## src/rtl/pll_status_pkg.sv

```systemverilog
// Register map, field layout and snapshot type of the PLL status bank
// Operation
// - Second channel status range is read only; writes leave it unchanged.
// - Writing 0x01 to update register refreshes copies from live status.
// - First channel status range is read only, same snapshot refresh.
// - Lock status bit 4 is one while analog oscillator calibration runs.
// - Lock status bit 3 shows analog loop lock, one meaning locked.
// - Lock status bit 2 shows digital loop frequency lock.
// - Lock status bit 1 shows digital loop phase lock.
// - Lock bit 0 is one only when system, analog, digital loops lock.
// - Loop state bits 4:3 encode selected reference, 00 A through 11 D.
// - Loop state bit 2 is set while switching references.
// - Loop state bit 1 is set while in holdover.
// - Loop state bit 0 is set while in free run.
// - Limit flags bit 2 is set while phase slew is limited.
// - Limit flags bit 1 is set while frequency is clamped.
// - Limit flags bit 0 is set once tuning word history is available.
// - 30-bit averaged tuning word in four bytes, little endian.
// - Minimum history timer makes history show the latest raw word.
// - Phase bucket level: low byte, then bits 11:8 in next low nibble.
// - Frequency bucket level: low byte, then bits 11:8 in next low nibble.
package pll_status_pkg;

  localparam int ADDR_W = 16;
  localparam int IDX_W  = 12;

  // Register indices; byte address is four times the index
  localparam logic [IDX_W-1:0] IDX_UPDATE        = 12'h005;
  localparam logic [IDX_W-1:0] IDX_CH0_FIRST     = 12'hD20;
  localparam logic [IDX_W-1:0] IDX_CH0_TW_B0     = 12'hD23;
  localparam logic [IDX_W-1:0] IDX_CH0_TW_B1     = 12'hD24;
  localparam logic [IDX_W-1:0] IDX_CH0_TW_B2     = 12'hD25;
  localparam logic [IDX_W-1:0] IDX_CH0_TW_B3     = 12'hD26;
  localparam logic [IDX_W-1:0] IDX_CH0_PB_LOW    = 12'hD27;
  localparam logic [IDX_W-1:0] IDX_CH0_PB_HIGH   = 12'hD28;
  localparam logic [IDX_W-1:0] IDX_CH0_FB_LOW    = 12'hD29;
  localparam logic [IDX_W-1:0] IDX_CH0_FB_HIGH   = 12'hD2A;
  localparam logic [IDX_W-1:0] IDX_HIST_TIMER    = 12'hD30;
  localparam logic [IDX_W-1:0] IDX_CH1_LOCK      = 12'hD40;
  localparam logic [IDX_W-1:0] IDX_CH1_LOOP      = 12'hD41;
  localparam logic [IDX_W-1:0] IDX_CH1_LIMIT     = 12'hD42;
  localparam logic [IDX_W-1:0] IDX_CH1_LAST      = 12'hD4A;

  localparam logic [7:0] UPDATE_CMD       = 8'h01;
  localparam logic [7:0] HIST_TIMER_MIN   = 8'h00;
  localparam logic [7:0] HIST_TIMER_RESET = 8'h10;

  // Field positions
  localparam int LOCK_CAL_BIT    = 4;
  localparam int LOCK_ANALOG_BIT = 3;
  localparam int LOCK_FREQ_BIT   = 2;
  localparam int LOCK_PHASE_BIT  = 1;
  localparam int LOCK_ALL_BIT    = 0;
  localparam int LOOP_REF_LSB    = 3;
  localparam int LOOP_SWITCH_BIT = 2;
  localparam int LOOP_HOLD_BIT   = 1;
  localparam int LOOP_FREE_BIT   = 0;
  localparam int LIM_SLEW_BIT    = 2;
  localparam int LIM_CLAMP_BIT   = 1;
  localparam int LIM_HIST_BIT    = 0;

  localparam int TW_W     = 30;
  localparam int BUCKET_W = 12;

  localparam logic [1:0] RESP_OKAY   = 2'h0;
  localparam logic [1:0] RESP_SLVERR = 2'h2;

  typedef enum logic [1:0] {
    REF_INPUT_A = 2'h0,
    REF_INPUT_B = 2'h1,
    REF_INPUT_C = 2'h2,
    REF_INPUT_D = 2'h3
  } ref_sel_t;

  typedef struct packed {
    logic                cal_busy;
    logic                analog_locked;
    logic                freq_locked;
    logic                phase_locked;
    logic                all_locked;
    ref_sel_t            active_ref;
    logic                switching;
    logic                holdover;
    logic                free_run;
    logic                slew_limited;
    logic                freq_clamped;
    logic                history_avail;
    logic [TW_W-1:0]     tuning_word;
    logic [BUCKET_W-1:0] phase_bucket;
    logic [BUCKET_W-1:0] freq_bucket;
  } status_t;

endpackage

```

## src/rtl/pll_status_snapshot.sv

```systemverilog
// Snapshot store that freezes live status on an update strobe
`timescale 1ns/10ps
`default_nettype none
module pll_status_snapshot
  import pll_status_pkg::*;
#(
  parameter int W = 8
) (
  input  wire logic         aclk,
  input  wire logic         aresetn,
  input  wire logic         capture,
  input  wire logic [W-1:0] live,
  output var  logic [W-1:0] held
);

  typedef struct packed {
    logic [W-1:0] held;
  } snap_state_t;

  snap_state_t s;
  snap_state_t next_s;

  // Whole vector loads at once so multi-byte fields stay coherent
  always_comb begin
    next_s = s;
    if (capture) begin
      next_s.held = live;
    end
  end

  always_ff @(posedge aclk) begin
    if (!aresetn) begin
      s <= '0;
    end else begin
      s <= next_s;
    end
  end

  assign held = s.held;

  chk_held_stable: assert property (
    @(posedge aclk) disable iff (!aresetn)
    !capture |=> $stable(held))
    else $error("status copy changed without update");

endmodule
`default_nettype wire

```

## src/rtl/pll_status_regs.sv

```systemverilog
// AXI4-Lite read-only status bank for two clock-synthesis channels
`timescale 1ns/10ps
`default_nettype none
module pll_status_regs
  import pll_status_pkg::*;
(
  input  wire logic                aclk,
  input  wire logic                aresetn,
  input  wire logic [ADDR_W-1:0]   s_axi_awaddr,
  input  wire logic                s_axi_awvalid,
  output var  logic                s_axi_awready,
  input  wire logic [31:0]         s_axi_wdata,
  input  wire logic [3:0]          s_axi_wstrb,
  input  wire logic                s_axi_wvalid,
  output var  logic                s_axi_wready,
  output var  logic [1:0]          s_axi_bresp,
  output var  logic                s_axi_bvalid,
  input  wire logic                s_axi_bready,
  input  wire logic [ADDR_W-1:0]   s_axi_araddr,
  input  wire logic                s_axi_arvalid,
  output var  logic                s_axi_arready,
  output var  logic [31:0]         s_axi_rdata,
  output var  logic [1:0]          s_axi_rresp,
  output var  logic                s_axi_rvalid,
  input  wire logic                s_axi_rready,
  input  wire logic [TW_W-1:0]     digital_loop_a_tw_avg,
  input  wire logic [TW_W-1:0]     digital_loop_a_tw_recent,
  input  wire logic [BUCKET_W-1:0] digital_loop_a_phase_bucket,
  input  wire logic [BUCKET_W-1:0] digital_loop_a_freq_bucket,
  input  wire logic                sysclk_pll_locked,
  input  wire logic                analog_loop_b_cal_busy,
  input  wire logic                analog_loop_b_locked,
  input  wire logic                digital_loop_b_freq_locked,
  input  wire logic                digital_loop_b_phase_locked,
  input  wire logic [1:0]          digital_loop_b_active_ref,
  input  wire logic                digital_loop_b_switching,
  input  wire logic                digital_loop_b_holdover,
  input  wire logic                digital_loop_b_free_run,
  input  wire logic                digital_loop_b_slew_limited,
  input  wire logic                digital_loop_b_freq_clamped,
  input  wire logic                digital_loop_b_history_avail
);

  typedef enum logic [1:0] {
    WR_IDLE = 2'b01,
    WR_RESP = 2'b10
  } wr_state_t;

  typedef enum logic [1:0] {
    RD_IDLE = 2'b01,
    RD_DATA = 2'b10
  } rd_state_t;

  typedef struct packed {
    wr_state_t        wr;
    rd_state_t        rd;
    logic             awready;
    logic             wready;
    logic             aw_got;
    logic             w_got;
    logic [IDX_W-1:0] waddr;
    logic [7:0]       wbyte;
    logic             wlane;
    logic             bvalid;
    logic [1:0]       bresp;
    logic             arready;
    logic             rvalid;
    logic [31:0]      rdata;
    logic [1:0]       rresp;
    logic             upd;
    logic [7:0]       hist_timer;
  } state_t;

  state_t  s;
  state_t  next_s;
  status_t live;
  status_t snap;

  function automatic logic [IDX_W-1:0] to_index(
    input logic [ADDR_W-1:0] addr
  );
    to_index = addr[IDX_W+1:2];
  endfunction

  function automatic logic in_status(input logic [IDX_W-1:0] idx);
    in_status = (idx >= IDX_CH0_FIRST && idx <= IDX_CH0_FB_HIGH) ||
                (idx >= IDX_CH1_LOCK && idx <= IDX_CH1_LAST);
  endfunction

  function automatic logic is_mapped(input logic [IDX_W-1:0] idx);
    is_mapped = in_status(idx) || idx == IDX_UPDATE ||
                idx == IDX_HIST_TIMER;
  endfunction

  // Status bytes; unlisted indices inside the ranges read zero
  function automatic logic [7:0] read_byte(
    input logic [IDX_W-1:0] idx,
    input status_t          st,
    input logic [7:0]       hist
  );
    logic [7:0] b;
    b = 8'h00;
    if (idx == IDX_CH0_TW_B0) begin
      b = st.tuning_word[7:0];
    end else if (idx == IDX_CH0_TW_B1) begin
      b = st.tuning_word[15:8];
    end else if (idx == IDX_CH0_TW_B2) begin
      b = st.tuning_word[23:16];
    end else if (idx == IDX_CH0_TW_B3) begin
      b = {2'h0, st.tuning_word[29:24]};
    end else if (idx == IDX_CH0_PB_LOW) begin
      b = st.phase_bucket[7:0];
    end else if (idx == IDX_CH0_PB_HIGH) begin
      b = {4'h0, st.phase_bucket[11:8]};
    end else if (idx == IDX_CH0_FB_LOW) begin
      b = st.freq_bucket[7:0];
    end else if (idx == IDX_CH0_FB_HIGH) begin
      b = {4'h0, st.freq_bucket[11:8]};
    end else if (idx == IDX_CH1_LOCK) begin
      b[LOCK_CAL_BIT]    = st.cal_busy;
      b[LOCK_ANALOG_BIT] = st.analog_locked;
      b[LOCK_FREQ_BIT]   = st.freq_locked;
      b[LOCK_PHASE_BIT]  = st.phase_locked;
      b[LOCK_ALL_BIT]    = st.all_locked;
    end else if (idx == IDX_CH1_LOOP) begin
      b[LOOP_REF_LSB+:2]  = st.active_ref;
      b[LOOP_SWITCH_BIT]  = st.switching;
      b[LOOP_HOLD_BIT]    = st.holdover;
      b[LOOP_FREE_BIT]    = st.free_run;
    end else if (idx == IDX_CH1_LIMIT) begin
      b[LIM_SLEW_BIT]  = st.slew_limited;
      b[LIM_CLAMP_BIT] = st.freq_clamped;
      b[LIM_HIST_BIT]  = st.history_avail;
    end else if (idx == IDX_HIST_TIMER) begin
      b = hist;
    end
    read_byte = b;
  endfunction

  // Live view assembled ahead of the snapshot store
  always_comb begin
    live.cal_busy      = analog_loop_b_cal_busy;
    live.analog_locked = analog_loop_b_locked;
    live.freq_locked   = digital_loop_b_freq_locked;
    live.phase_locked  = digital_loop_b_phase_locked;
    live.all_locked    = sysclk_pll_locked && analog_loop_b_locked &&
                         digital_loop_b_freq_locked &&
                         digital_loop_b_phase_locked;
    live.active_ref    = ref_sel_t'(digital_loop_b_active_ref);
    live.switching     = digital_loop_b_switching;
    live.holdover      = digital_loop_b_holdover;
    live.free_run      = digital_loop_b_free_run;
    live.slew_limited  = digital_loop_b_slew_limited;
    live.freq_clamped  = digital_loop_b_freq_clamped;
    live.history_avail = digital_loop_b_history_avail;
    // Minimum accumulation time bypasses the averager
    live.tuning_word   = (s.hist_timer == HIST_TIMER_MIN) ?
                         digital_loop_a_tw_recent :
                         digital_loop_a_tw_avg;
    live.phase_bucket  = digital_loop_a_phase_bucket;
    live.freq_bucket   = digital_loop_a_freq_bucket;
  end

  pll_status_snapshot #(
    .W ($bits(status_t))
  ) u_snapshot (
    .aclk    (aclk),
    .aresetn (aresetn),
    .capture (s.upd),
    .live    (live),
    .held    (snap)
  );

  always_comb begin
    next_s     = s;
    next_s.upd = 1'b0;
    if (s_axi_awvalid && s.awready) begin
      next_s.aw_got = 1'b1;
      next_s.waddr  = to_index(s_axi_awaddr);
    end
    if (s_axi_wvalid && s.wready) begin
      next_s.w_got = 1'b1;
      next_s.wbyte = s_axi_wdata[7:0];
      next_s.wlane = s_axi_wstrb[0];
    end
    case (s.wr)
      WR_IDLE: begin
        if (next_s.aw_got && next_s.w_got) begin
          next_s.bresp = RESP_OKAY;
          if (next_s.waddr == IDX_UPDATE) begin
            next_s.upd = next_s.wlane &&
                         next_s.wbyte == UPDATE_CMD;
          end else if (next_s.waddr == IDX_HIST_TIMER) begin
            if (next_s.wlane) begin
              next_s.hist_timer = next_s.wbyte;
            end
          end else if (!in_status(next_s.waddr)) begin
            next_s.bresp = RESP_SLVERR;
          end
          // Status range: accepted with OKAY, contents untouched
          next_s.aw_got = 1'b0;
          next_s.w_got  = 1'b0;
          next_s.bvalid = 1'b1;
          next_s.wr     = WR_RESP;
        end
      end
      WR_RESP: begin
        if (s_axi_bready) begin
          next_s.bvalid = 1'b0;
          next_s.wr     = WR_IDLE;
        end
      end
      default: begin
        next_s.wr = WR_IDLE;
      end
    endcase
    next_s.awready = !next_s.aw_got && next_s.wr == WR_IDLE;
    next_s.wready  = !next_s.w_got && next_s.wr == WR_IDLE;
    case (s.rd)
      RD_IDLE: begin
        if (s_axi_arvalid && s.arready) begin
          next_s.rdata  = {24'h000000,
                           read_byte(to_index(s_axi_araddr), snap,
                                     s.hist_timer)};
          next_s.rresp  = is_mapped(to_index(s_axi_araddr)) ?
                          RESP_OKAY : RESP_SLVERR;
          next_s.rvalid = 1'b1;
          next_s.rd     = RD_DATA;
        end
      end
      RD_DATA: begin
        if (s_axi_rready) begin
          next_s.rvalid = 1'b0;
          next_s.rd     = RD_IDLE;
        end
      end
      default: begin
        next_s.rd = RD_IDLE;
      end
    endcase
    next_s.arready = next_s.rd == RD_IDLE;
  end

  always_ff @(posedge aclk) begin
    if (!aresetn) begin
      s            <= '0;
      s.wr         <= WR_IDLE;
      s.rd         <= RD_IDLE;
      s.hist_timer <= HIST_TIMER_RESET;
    end else begin
      s <= next_s;
    end
  end

  assign s_axi_awready = s.awready;
  assign s_axi_wready  = s.wready;
  assign s_axi_bresp   = s.bresp;
  assign s_axi_bvalid  = s.bvalid;
  assign s_axi_arready = s.arready;
  assign s_axi_rdata   = s.rdata;
  assign s_axi_rresp   = s.rresp;
  assign s_axi_rvalid  = s.rvalid;

  chk_update_strobe: assert property (
    @(posedge aclk) disable iff (!aresetn)
    s.wr == WR_IDLE && s_axi_awvalid && s.awready && s_axi_wvalid &&
    s.wready && to_index(s_axi_awaddr) == IDX_UPDATE &&
    s_axi_wstrb[0] && s_axi_wdata[7:0] == UPDATE_CMD
    |=> s.upd ##1 snap == $past(live))
    else $error("update write did not refresh status copy");

  chk_all_locked: assert property (
    @(posedge aclk) disable iff (!aresetn)
    snap.all_locked |-> snap.analog_locked && snap.freq_locked &&
    snap.phase_locked)
    else $error("all-locked set while a loop is unlocked");

  chk_hist_bypass: assert property (
    @(posedge aclk) disable iff (!aresetn)
    s.hist_timer == HIST_TIMER_MIN |->
    live.tuning_word == digital_loop_a_tw_recent)
    else $error("minimum timer did not select raw tuning word");

  chk_reserved_zero: assert property (
    @(posedge aclk) disable iff (!aresetn)
    s_axi_rvalid |-> s_axi_rdata[31:8] == 24'h000000)
    else $error("read data upper bits not zero");

  chk_loop_ref: assert property (
    @(posedge aclk) disable iff (!aresetn)
    s_axi_arvalid && s_axi_arready &&
    to_index(s_axi_araddr) == IDX_CH1_LOOP
    |=> s_axi_rvalid && s_axi_rdata[4:3] == $past(snap.active_ref) &&
    s_axi_rdata[7:5] == 3'h0)
    else $error("loop state reference field wrong");

  chk_lock_fields: assert property (
    @(posedge aclk) disable iff (!aresetn)
    s_axi_arvalid && s_axi_arready &&
    to_index(s_axi_araddr) == IDX_CH1_LOCK
    |=> s_axi_rdata[7:1] == {3'h0, $past(snap.cal_busy),
    $past(snap.analog_locked), $past(snap.freq_locked),
    $past(snap.phase_locked)})
    else $error("lock status fields wrong");

  chk_limit_fields: assert property (
    @(posedge aclk) disable iff (!aresetn)
    s_axi_arvalid && s_axi_arready &&
    to_index(s_axi_araddr) == IDX_CH1_LIMIT
    |=> s_axi_rdata[7:0] == {5'h00, $past(snap.slew_limited),
    $past(snap.freq_clamped), $past(snap.history_avail)})
    else $error("limit flag fields wrong");

  chk_tw_top: assert property (
    @(posedge aclk) disable iff (!aresetn)
    s_axi_arvalid && s_axi_arready &&
    to_index(s_axi_araddr) == IDX_CH0_TW_B3
    |=> s_axi_rdata[7:0] == {2'h0, $past(snap.tuning_word[29:24])})
    else $error("tuning word top byte wrong");

  chk_bucket_high: assert property (
    @(posedge aclk) disable iff (!aresetn)
    s_axi_arvalid && s_axi_arready &&
    to_index(s_axi_araddr) == IDX_CH0_PB_HIGH
    |=> s_axi_rdata[7:0] == {4'h0, $past(snap.phase_bucket[11:8])})
    else $error("phase bucket high byte wrong");

  chk_ro_no_strobe: assert property (
    @(posedge aclk) disable iff (!aresetn)
    s.wr == WR_IDLE && s_axi_awvalid && s.awready &&
    in_status(to_index(s_axi_awaddr)) |=> !s.upd)
    else $error("status range write caused update");

  chk_read_latency: assert property (@(posedge aclk) disable iff (!aresetn)
    s_axi_arvalid && s_axi_arready |=> s_axi_rvalid && !s_axi_arready)
    else $error("read answer not one cycle after address");

  chk_write_latency: assert property (@(posedge aclk) disable iff (!aresetn)
    s_axi_awvalid && s_axi_awready && s_axi_wvalid && s_axi_wready
    |=> s_axi_bvalid)
    else $error("write answer not one cycle after address and data");

  chk_rdata_hold: assert property (@(posedge aclk) disable iff (!aresetn)
    s_axi_rvalid && !s_axi_rready |=>
    s_axi_rvalid && $stable(s_axi_rdata) && $stable(s_axi_rresp))
    else $error("read data dropped before taken");

  chk_resp_hold: assert property (@(posedge aclk) disable iff (!aresetn)
    s_axi_bvalid && !s_axi_bready |=> s_axi_bvalid && $stable(s_axi_bresp))
    else $error("write response dropped before taken");

endmodule
`default_nettype wire

```

## config.mk

```make
export PLATFORM = sky130hd
export DESIGN_NAME = pll_status_regs
export DESIGN_NICKNAME = d
export VERILOG_FILES = /design/src/rtl/pll_status_pkg.sv /design/src/rtl/pll_status_snapshot.sv /design/src/rtl/pll_status_regs.sv
export SDC_FILE = /design/constraint.sdc
export NUM_CORES = 1
export LEC_CHECK = 0
export BUFFER_PORTS_ARGS = -buffer_cell sky130_fd_sc_hd__buf_2
export CORE_MARGIN = 5
export CORE_UTILIZATION = 25
export DETAILED_ROUTE_END_ITERATION = 10
export PLACE_DENSITY = 0.5
export SYNTH_ARGS = -nofsm -noshare
export SYNTH_HDL_FRONTEND = slang
export SYNTH_SLANG_ARGS = --single-unit
```

## constraint.sdc

```tcl
create_clock -name aclk -period 2.4 [get_ports aclk]
set_clock_uncertainty 0.2 [all_clocks]
set_input_delay 0.48 -clock aclk [delete_from_list [all_inputs] [get_ports aclk]]
set_output_delay 0.48 -clock aclk [all_outputs]
set_load 0.03 [all_outputs]
```

* Word level (Yosys, flattened, before mapping) *
Index checks and enable logic that the tools add are counted.

storage, ports and cells
  output and inout bits = 41
  bits in registers = 120

cells by class
  $lt $le $gt $ge = 8
  bitwise gates (word level) = 1
  eq/ne operators = 26
  muxes and demuxes = 38
  reduce and logical (&&, ||, !) cells = 29

operators with widths
  cell                                                       number
  equality test 12 bit, second input constant                13
  2-to-1 mux 8 bit                                           9
  greater-or-equal comparator 12 bit, second input constant  4
  less-or-equal comparator 12 bit, second input constant     4
  2-to-1 mux 35 bit                                          1
  2-to-1 mux 30 bit                                          1
  equality test 12 x 3 -> 1 bit, second input constant       2
  2-to-1 mux 2 bit                                           10
  2-to-1 mux 5 bit                                           3
  logical AND 1 bit                                          14
  2-to-1 mux 12 bit                                          1
  2-to-1 mux 3 bit                                           4
  2-to-1 mux 9 bit                                           1
  equality test 2 x 1 -> 1 bit, second input constant        4
  equality test 8 x 1 -> 1 bit, second input constant        1
  zero test 8 bit                                            1
  inequality test 2 bit, second input constant               4
  one-hot mux 2 bit (2 select lines)                         2
  AND reduction 3 bit                                        2
  AND reduction 5 bit                                        1
  equality test 2 bit, second input constant                 2
  logical OR 1 bit                                           4
  2-to-1 mux 1 bit                                           4
  one-hot mux 1 bit (2 select lines)                         2
  other kinds (5)                                            8

* Depth between registers and ports, before layout *
  word-level depth = 15
  gate-level depth with buffers = 9
  gate-level depth less buffers = 8

* Modules after synthesis *
From an unflattened synthesis, not the netlist that was laid out.

second synthesis, totals
  cell total of the unflattened synthesis = 739
  area, all modules = 6640.1 um^2

modules (own cells, without submodules)
  module               cells each  area each (um^2)  instances
  pll_status_regs      523         4071.4            1
  pll_status_snapshot  216         2568.7            1

* Worst setup path after synthesis *
Ideal clock, no wire load.

  kind = register to register
  from = reg s (netlist bit s_axi_awready)
  to = reg s (netlist bit s_axi_bresp[1])
  required time = 2.068 ns
  arrival = 1.797 ns
  stages on the path, launching flop included = 6
  setup slack = 0.271 ns
  period minus slack after synthesis = 2.129 ns
  cells stage by stage = dfxtp_1 -> and4_1 -> a31oi_2 -> or3_1 -> a2111oi_0 -> o32ai_1

on the way
  longest elaborated chain between the ends = 8
  elaborated cells on any way between the ends = 17

RTL lines
  what                                                              line                                          RTL
  from (decl)                                                       pll_status_regs.sv:74                         state_t s;
  from (signal assigned)                                            pll_status_regs.sv:251                        s <= next_s;
  logical AND 1 bit (*)                                             pll_status_regs.sv:177                        if (s_axi_awvalid && s.awready) begin
  2-to-1 mux 12 bit                                                 pll_status_regs.sv:177
  greater-or-equal comparator 12 bit, or another cell as far along  pll_status_regs.sv:86                         in_status = (idx >= IDX_CH0_FIRST && idx <= IDX_CH0_FB_HIGH) ||
  logical AND 1 bit, on equally long branches                       pll_status_regs.sv:86, pll_status_regs.sv:87
  logical OR 1 bit                                                  pll_status_regs.sv:86
  2-to-1 mux 2 bit                                                  pll_status_regs.sv:197                        end else if (!in_status(next_s.waddr)) begin
  2-to-1 mux 2 bit                                                  pll_status_regs.sv:193                        end else if (next_s.waddr == IDX_HIST_TIMER) begin
  2-to-1 mux 2 bit                                                  pll_status_regs.sv:190                        if (next_s.waddr == IDX_UPDATE) begin

Mark *: on every way between the ends. The rest lies on a longest branch, timed or not.
A chain may end at the register's enable or synchronous reset.

* Worst setup path in the final report *
Ends and elaborated chain as after synthesis.

==> results.env <==
STATUS='finished, final reports clean'
CTSROOTBUFFERMASTER='clkbuf_16'
FINALCRITPERIODSHARE=0.889
RSZ0062_AT_GRT='no'
POSTROUTEWIRELENGTH_MM=19.8
AREA_GROWTH_PCT=26.4
WORSTHOLDPATHTYPE='input pin to flip-flop'
SYNTH.AREA.TOP_CELLS='dfxtp_1 (36%), mux2i_1 (14%), nor2b_1 (5.3%)'
CLOCK_TREE_FROM_TRITONCTS='done'
POST_SYNTH_MOST_FREQUENT_CELLS='dfxtp_1 (118), mux2i_1 (93), nand2_1 (75)'
DESIGN.DIE.AREA_UM2=29500
SUMMED_AREA_OF_NON_FILLER_CELLS_IN_THE_FINAL_LAYOUT_UM2=8270
PORTBUFFERS=151
MIN_FROM='digital_loop_a_phase_bucket[7]'
MAX_FREQ_MHz=469
VDD_IR_DROP_MAX_V=0.000331
SYNTH.DISTINCT_CELLS=75
CAP_VIOLATIONS=0
SYNTH.FF_LATCH_COUNT=118
CLOCK_TREE.HTREE_LEVEL_COUNT=4
NUM-NETS-FINAL=1059
CP-STARTPOINT='s_axi_awready'
TIMING.RR.END='s_axi_bresp[1]'
CP.REQUIRED_PS=2480
CRIT_ARRIVAL_PS=2210
DR_TOTAL_VIAS=5703
CTS.REPORTEDPATHS.CLKPINSLEW_PS=60
SYNTH_CELLS=732
WORST_PIN_SLEW_PS=504
VIA_COUNT_OF_THE_FIRST_GLOBAL_ROUTING_PASS=5588
SYNTH-SEQ-AREA-SHARE=0.361
DIE_Y_UM=172
N_ANTENNA_CELL=0
SYNTH_AREA_LEADER_CELL='dfxtp_1'
MAIN_SYNTH_FF_TYPE='dfxtp_1'
COREAREA_UM2=25900
ANTENNA_VIOLATING_NETS_POST_ROUTE=0
PLACE_AREA_UM2=7670
GRT_UTIL_ALL_LAYERS=0.132
DRT_ITER0_DRC=288
RATIO_OF_CELLS_WITH_DRIVE_ABOVE_1_IN_THE_FINAL_LAYOUT=0.281
PIN_COUNT_OF_THE_BIGGEST_NET_ENTERING_GLOBAL_ROUTING=47
ROUTE.DETAILED.VIAS_PER_INST=4.63
CLOCKBUFFERDEPTH=2
ASYNCSETRESETFLOPFRACSYNTH=0
SETUP_TOTAL_NEGATIVE_SLACK_PS=0
POWER.DENSITY_nW_PER_UM2=726
ROUTE.DETAILED.WL_PER_INST_UM=16.1
OVERALL_OVERFLOW_REMAINING_AFTER_GLOBAL_ROUTE=0
ANTENNA_VIOLATIONS_BEFORE_REPAIR=0
GP_ROUTABILITY_CONGESTION=0.851
TOTAL_I_O_PIN_COUNT=213
CRITICAL_PATH_PEAK_FANOUT=6
MIN_DELAY_PATH_DEPTH=3
SYNTH_EDF_COUNT=0
SYNTHESIS.AREA_UM2=6550
CRITPATHLAUNCHTYPE='flip-flop'
SLEW_VIOLATIONS=0
CELLLEAKAGEPOWER_nW=3.62
YOSYS.CELL_COUNT.TOP_TYPE='dfxtp_1'
YOSYS_WARNINGS=0
DETAILED_PLACE_HPWL_MM=15.6
TIMING.FINAL.HOLD_VIOLATIONS=0
TIMING_WORST_SETUP_PATH_TYPE='flip-flop to flip-flop'
RELSLEWSLACK=0.664
PERIOD_NEEDED_PS=2130
CRIT_PATH_END_KIND='flip-flop'
AVGSYNTHCELLAREA_UM2=8.94
CTS_MADE_BUFFERS=17
POST_CTS_BUFFERS=0
SYNTH_LARGEST_TYPE_AREA_FRACTION=0.361
WHS_ENDPOINT='u_snapshot.held[19]'
START_UTIL=0.253
CLKSINKCOUNT=118
REG2REG_FROM='s_axi_awready'
FLOORPLAN.ROWS=59
GRT_FIRST_PASS_WIRELENGTH_MM=30.3
DIE-WIDTH_UM=172
CLK_LATENCY_PS=410
FINAL_SETUP_VIO_COUNT=0
WORST-R2R-CELL-COUNT=7
DETAILEDROUTE.FIRSTPASSITERATIONCOUNT=4
WORST-R2R-SETUP-SLACK_PS=270
DRC=0
sequential cells by signal, summed over array words and instances, names as in the netlist:
signal           count
s_axi_wready         1
s_axi_bvalid         1
s_axi_rdata          8
s                   36
s_axi_rresp          1
s_axi_bresp          1
s_axi_rvalid         1
u_snapshot.held     67
s_axi_awready        1
s_axi_arready        1
critical path, stage by stage, from the launching register on:
cell and delay, ps:
dfxtp_1 430, and2_1 270, buf_4 180, nand3_1 80
o21ai_1 180, a41oi_1 140, a221oi_1 370, o32ai_1 140
power by group:
group | switching [mW] | internal (mW)
Sequential | 0.101 | 2.09
Clock | 0.990 | 1.58
Combinational | 0.738 | 0.507
Total | 1.83 | 4.18
logic make-up after synthesis:
logic type / Yosys count / synth area share
mux: 101 / 0.156
flops: 118 / 0.361
fa+ha+maj: 4 / 0.00765
simple gates: 254 / 0.220
other cells: 1 / 0.000573
buf+inv: 101 / 0.0862
compound gates: 153 / 0.168
placed cells by master (no fill, tap or decap), types with 7 or more instances in the layout:
cell,n
nor3_1,9
a21oi_1,24
nor2_1,21
a21boi_0,11
buf_4,36
nor4_1,9
buf_2,151
inv_1,16
nand3_1,16
a31oi_1,7
mux2i_1,93
nor2b_1,55
nand2_1,74
dfxtp_1,117
o21ai_0,30
and2_1,15
mux2_2,7
o211a_1,30
conb_1,26
a22oi_1,7
clkbuf_16,17
metrics by stage:
step	power (mW)	hold slack, ps	setup slack, ps	utilization	cells
global placement	3.48	260	26.2	0.296	1199
CTS	6.10	102	245	0.319	1231
global route	6.33	119	82.3	0.319	1231
floorplan	3.09	245	271	-	757
finish	6.01	122	267	0.319	1231
detailed placement	3.48	267	21.8	0.296	1199
what timing repair did:
| action | 4_1_cts | 5_1_grt |
|---|---|---|
| resized for setup | 0 | 1 |
| endpoints found under the setup margin | 0 | 1 |
| hold buffers | 0 | 0 |
final cells by class:
cell class	instances	area (um^2)
clock buffer	18	439
clock inverter	14	161
fill	2762	17600
inverter	17	63.8
multi-input combinational	538	3720
sequential	118	2370
tap	335	419
timing repair buffer	191	1110
how the worst max path moves through the flow:
| stage | slack, ps | end | cells past startpoint |
|---|---|---|---|
| final | 270 | s_axi_bresp[1] | 7 |
| after floorplan | 270 | s_axi_bresp[1] | 5 |
| after detailed placement | 20 | s_axi_bresp[1] | 8 |
| after global routing | 80 | s_axi_bresp[1] | 7 |
| after CTS | 250 | s_axi_bresp[1] | 7 |
| after global placement | 30 | s_axi_bresp[1] | 8 |
layer usage:
metal	global-route usage	share of wire	routed length, um
met5	0	0	0
met4	0.0448	0.024	480
met3	0.0400	0.066	1310
met2	0.211	0.46	9190
met1	0.169	0.45	8830
No activity file was read; power rests on OpenSTA's default activity.
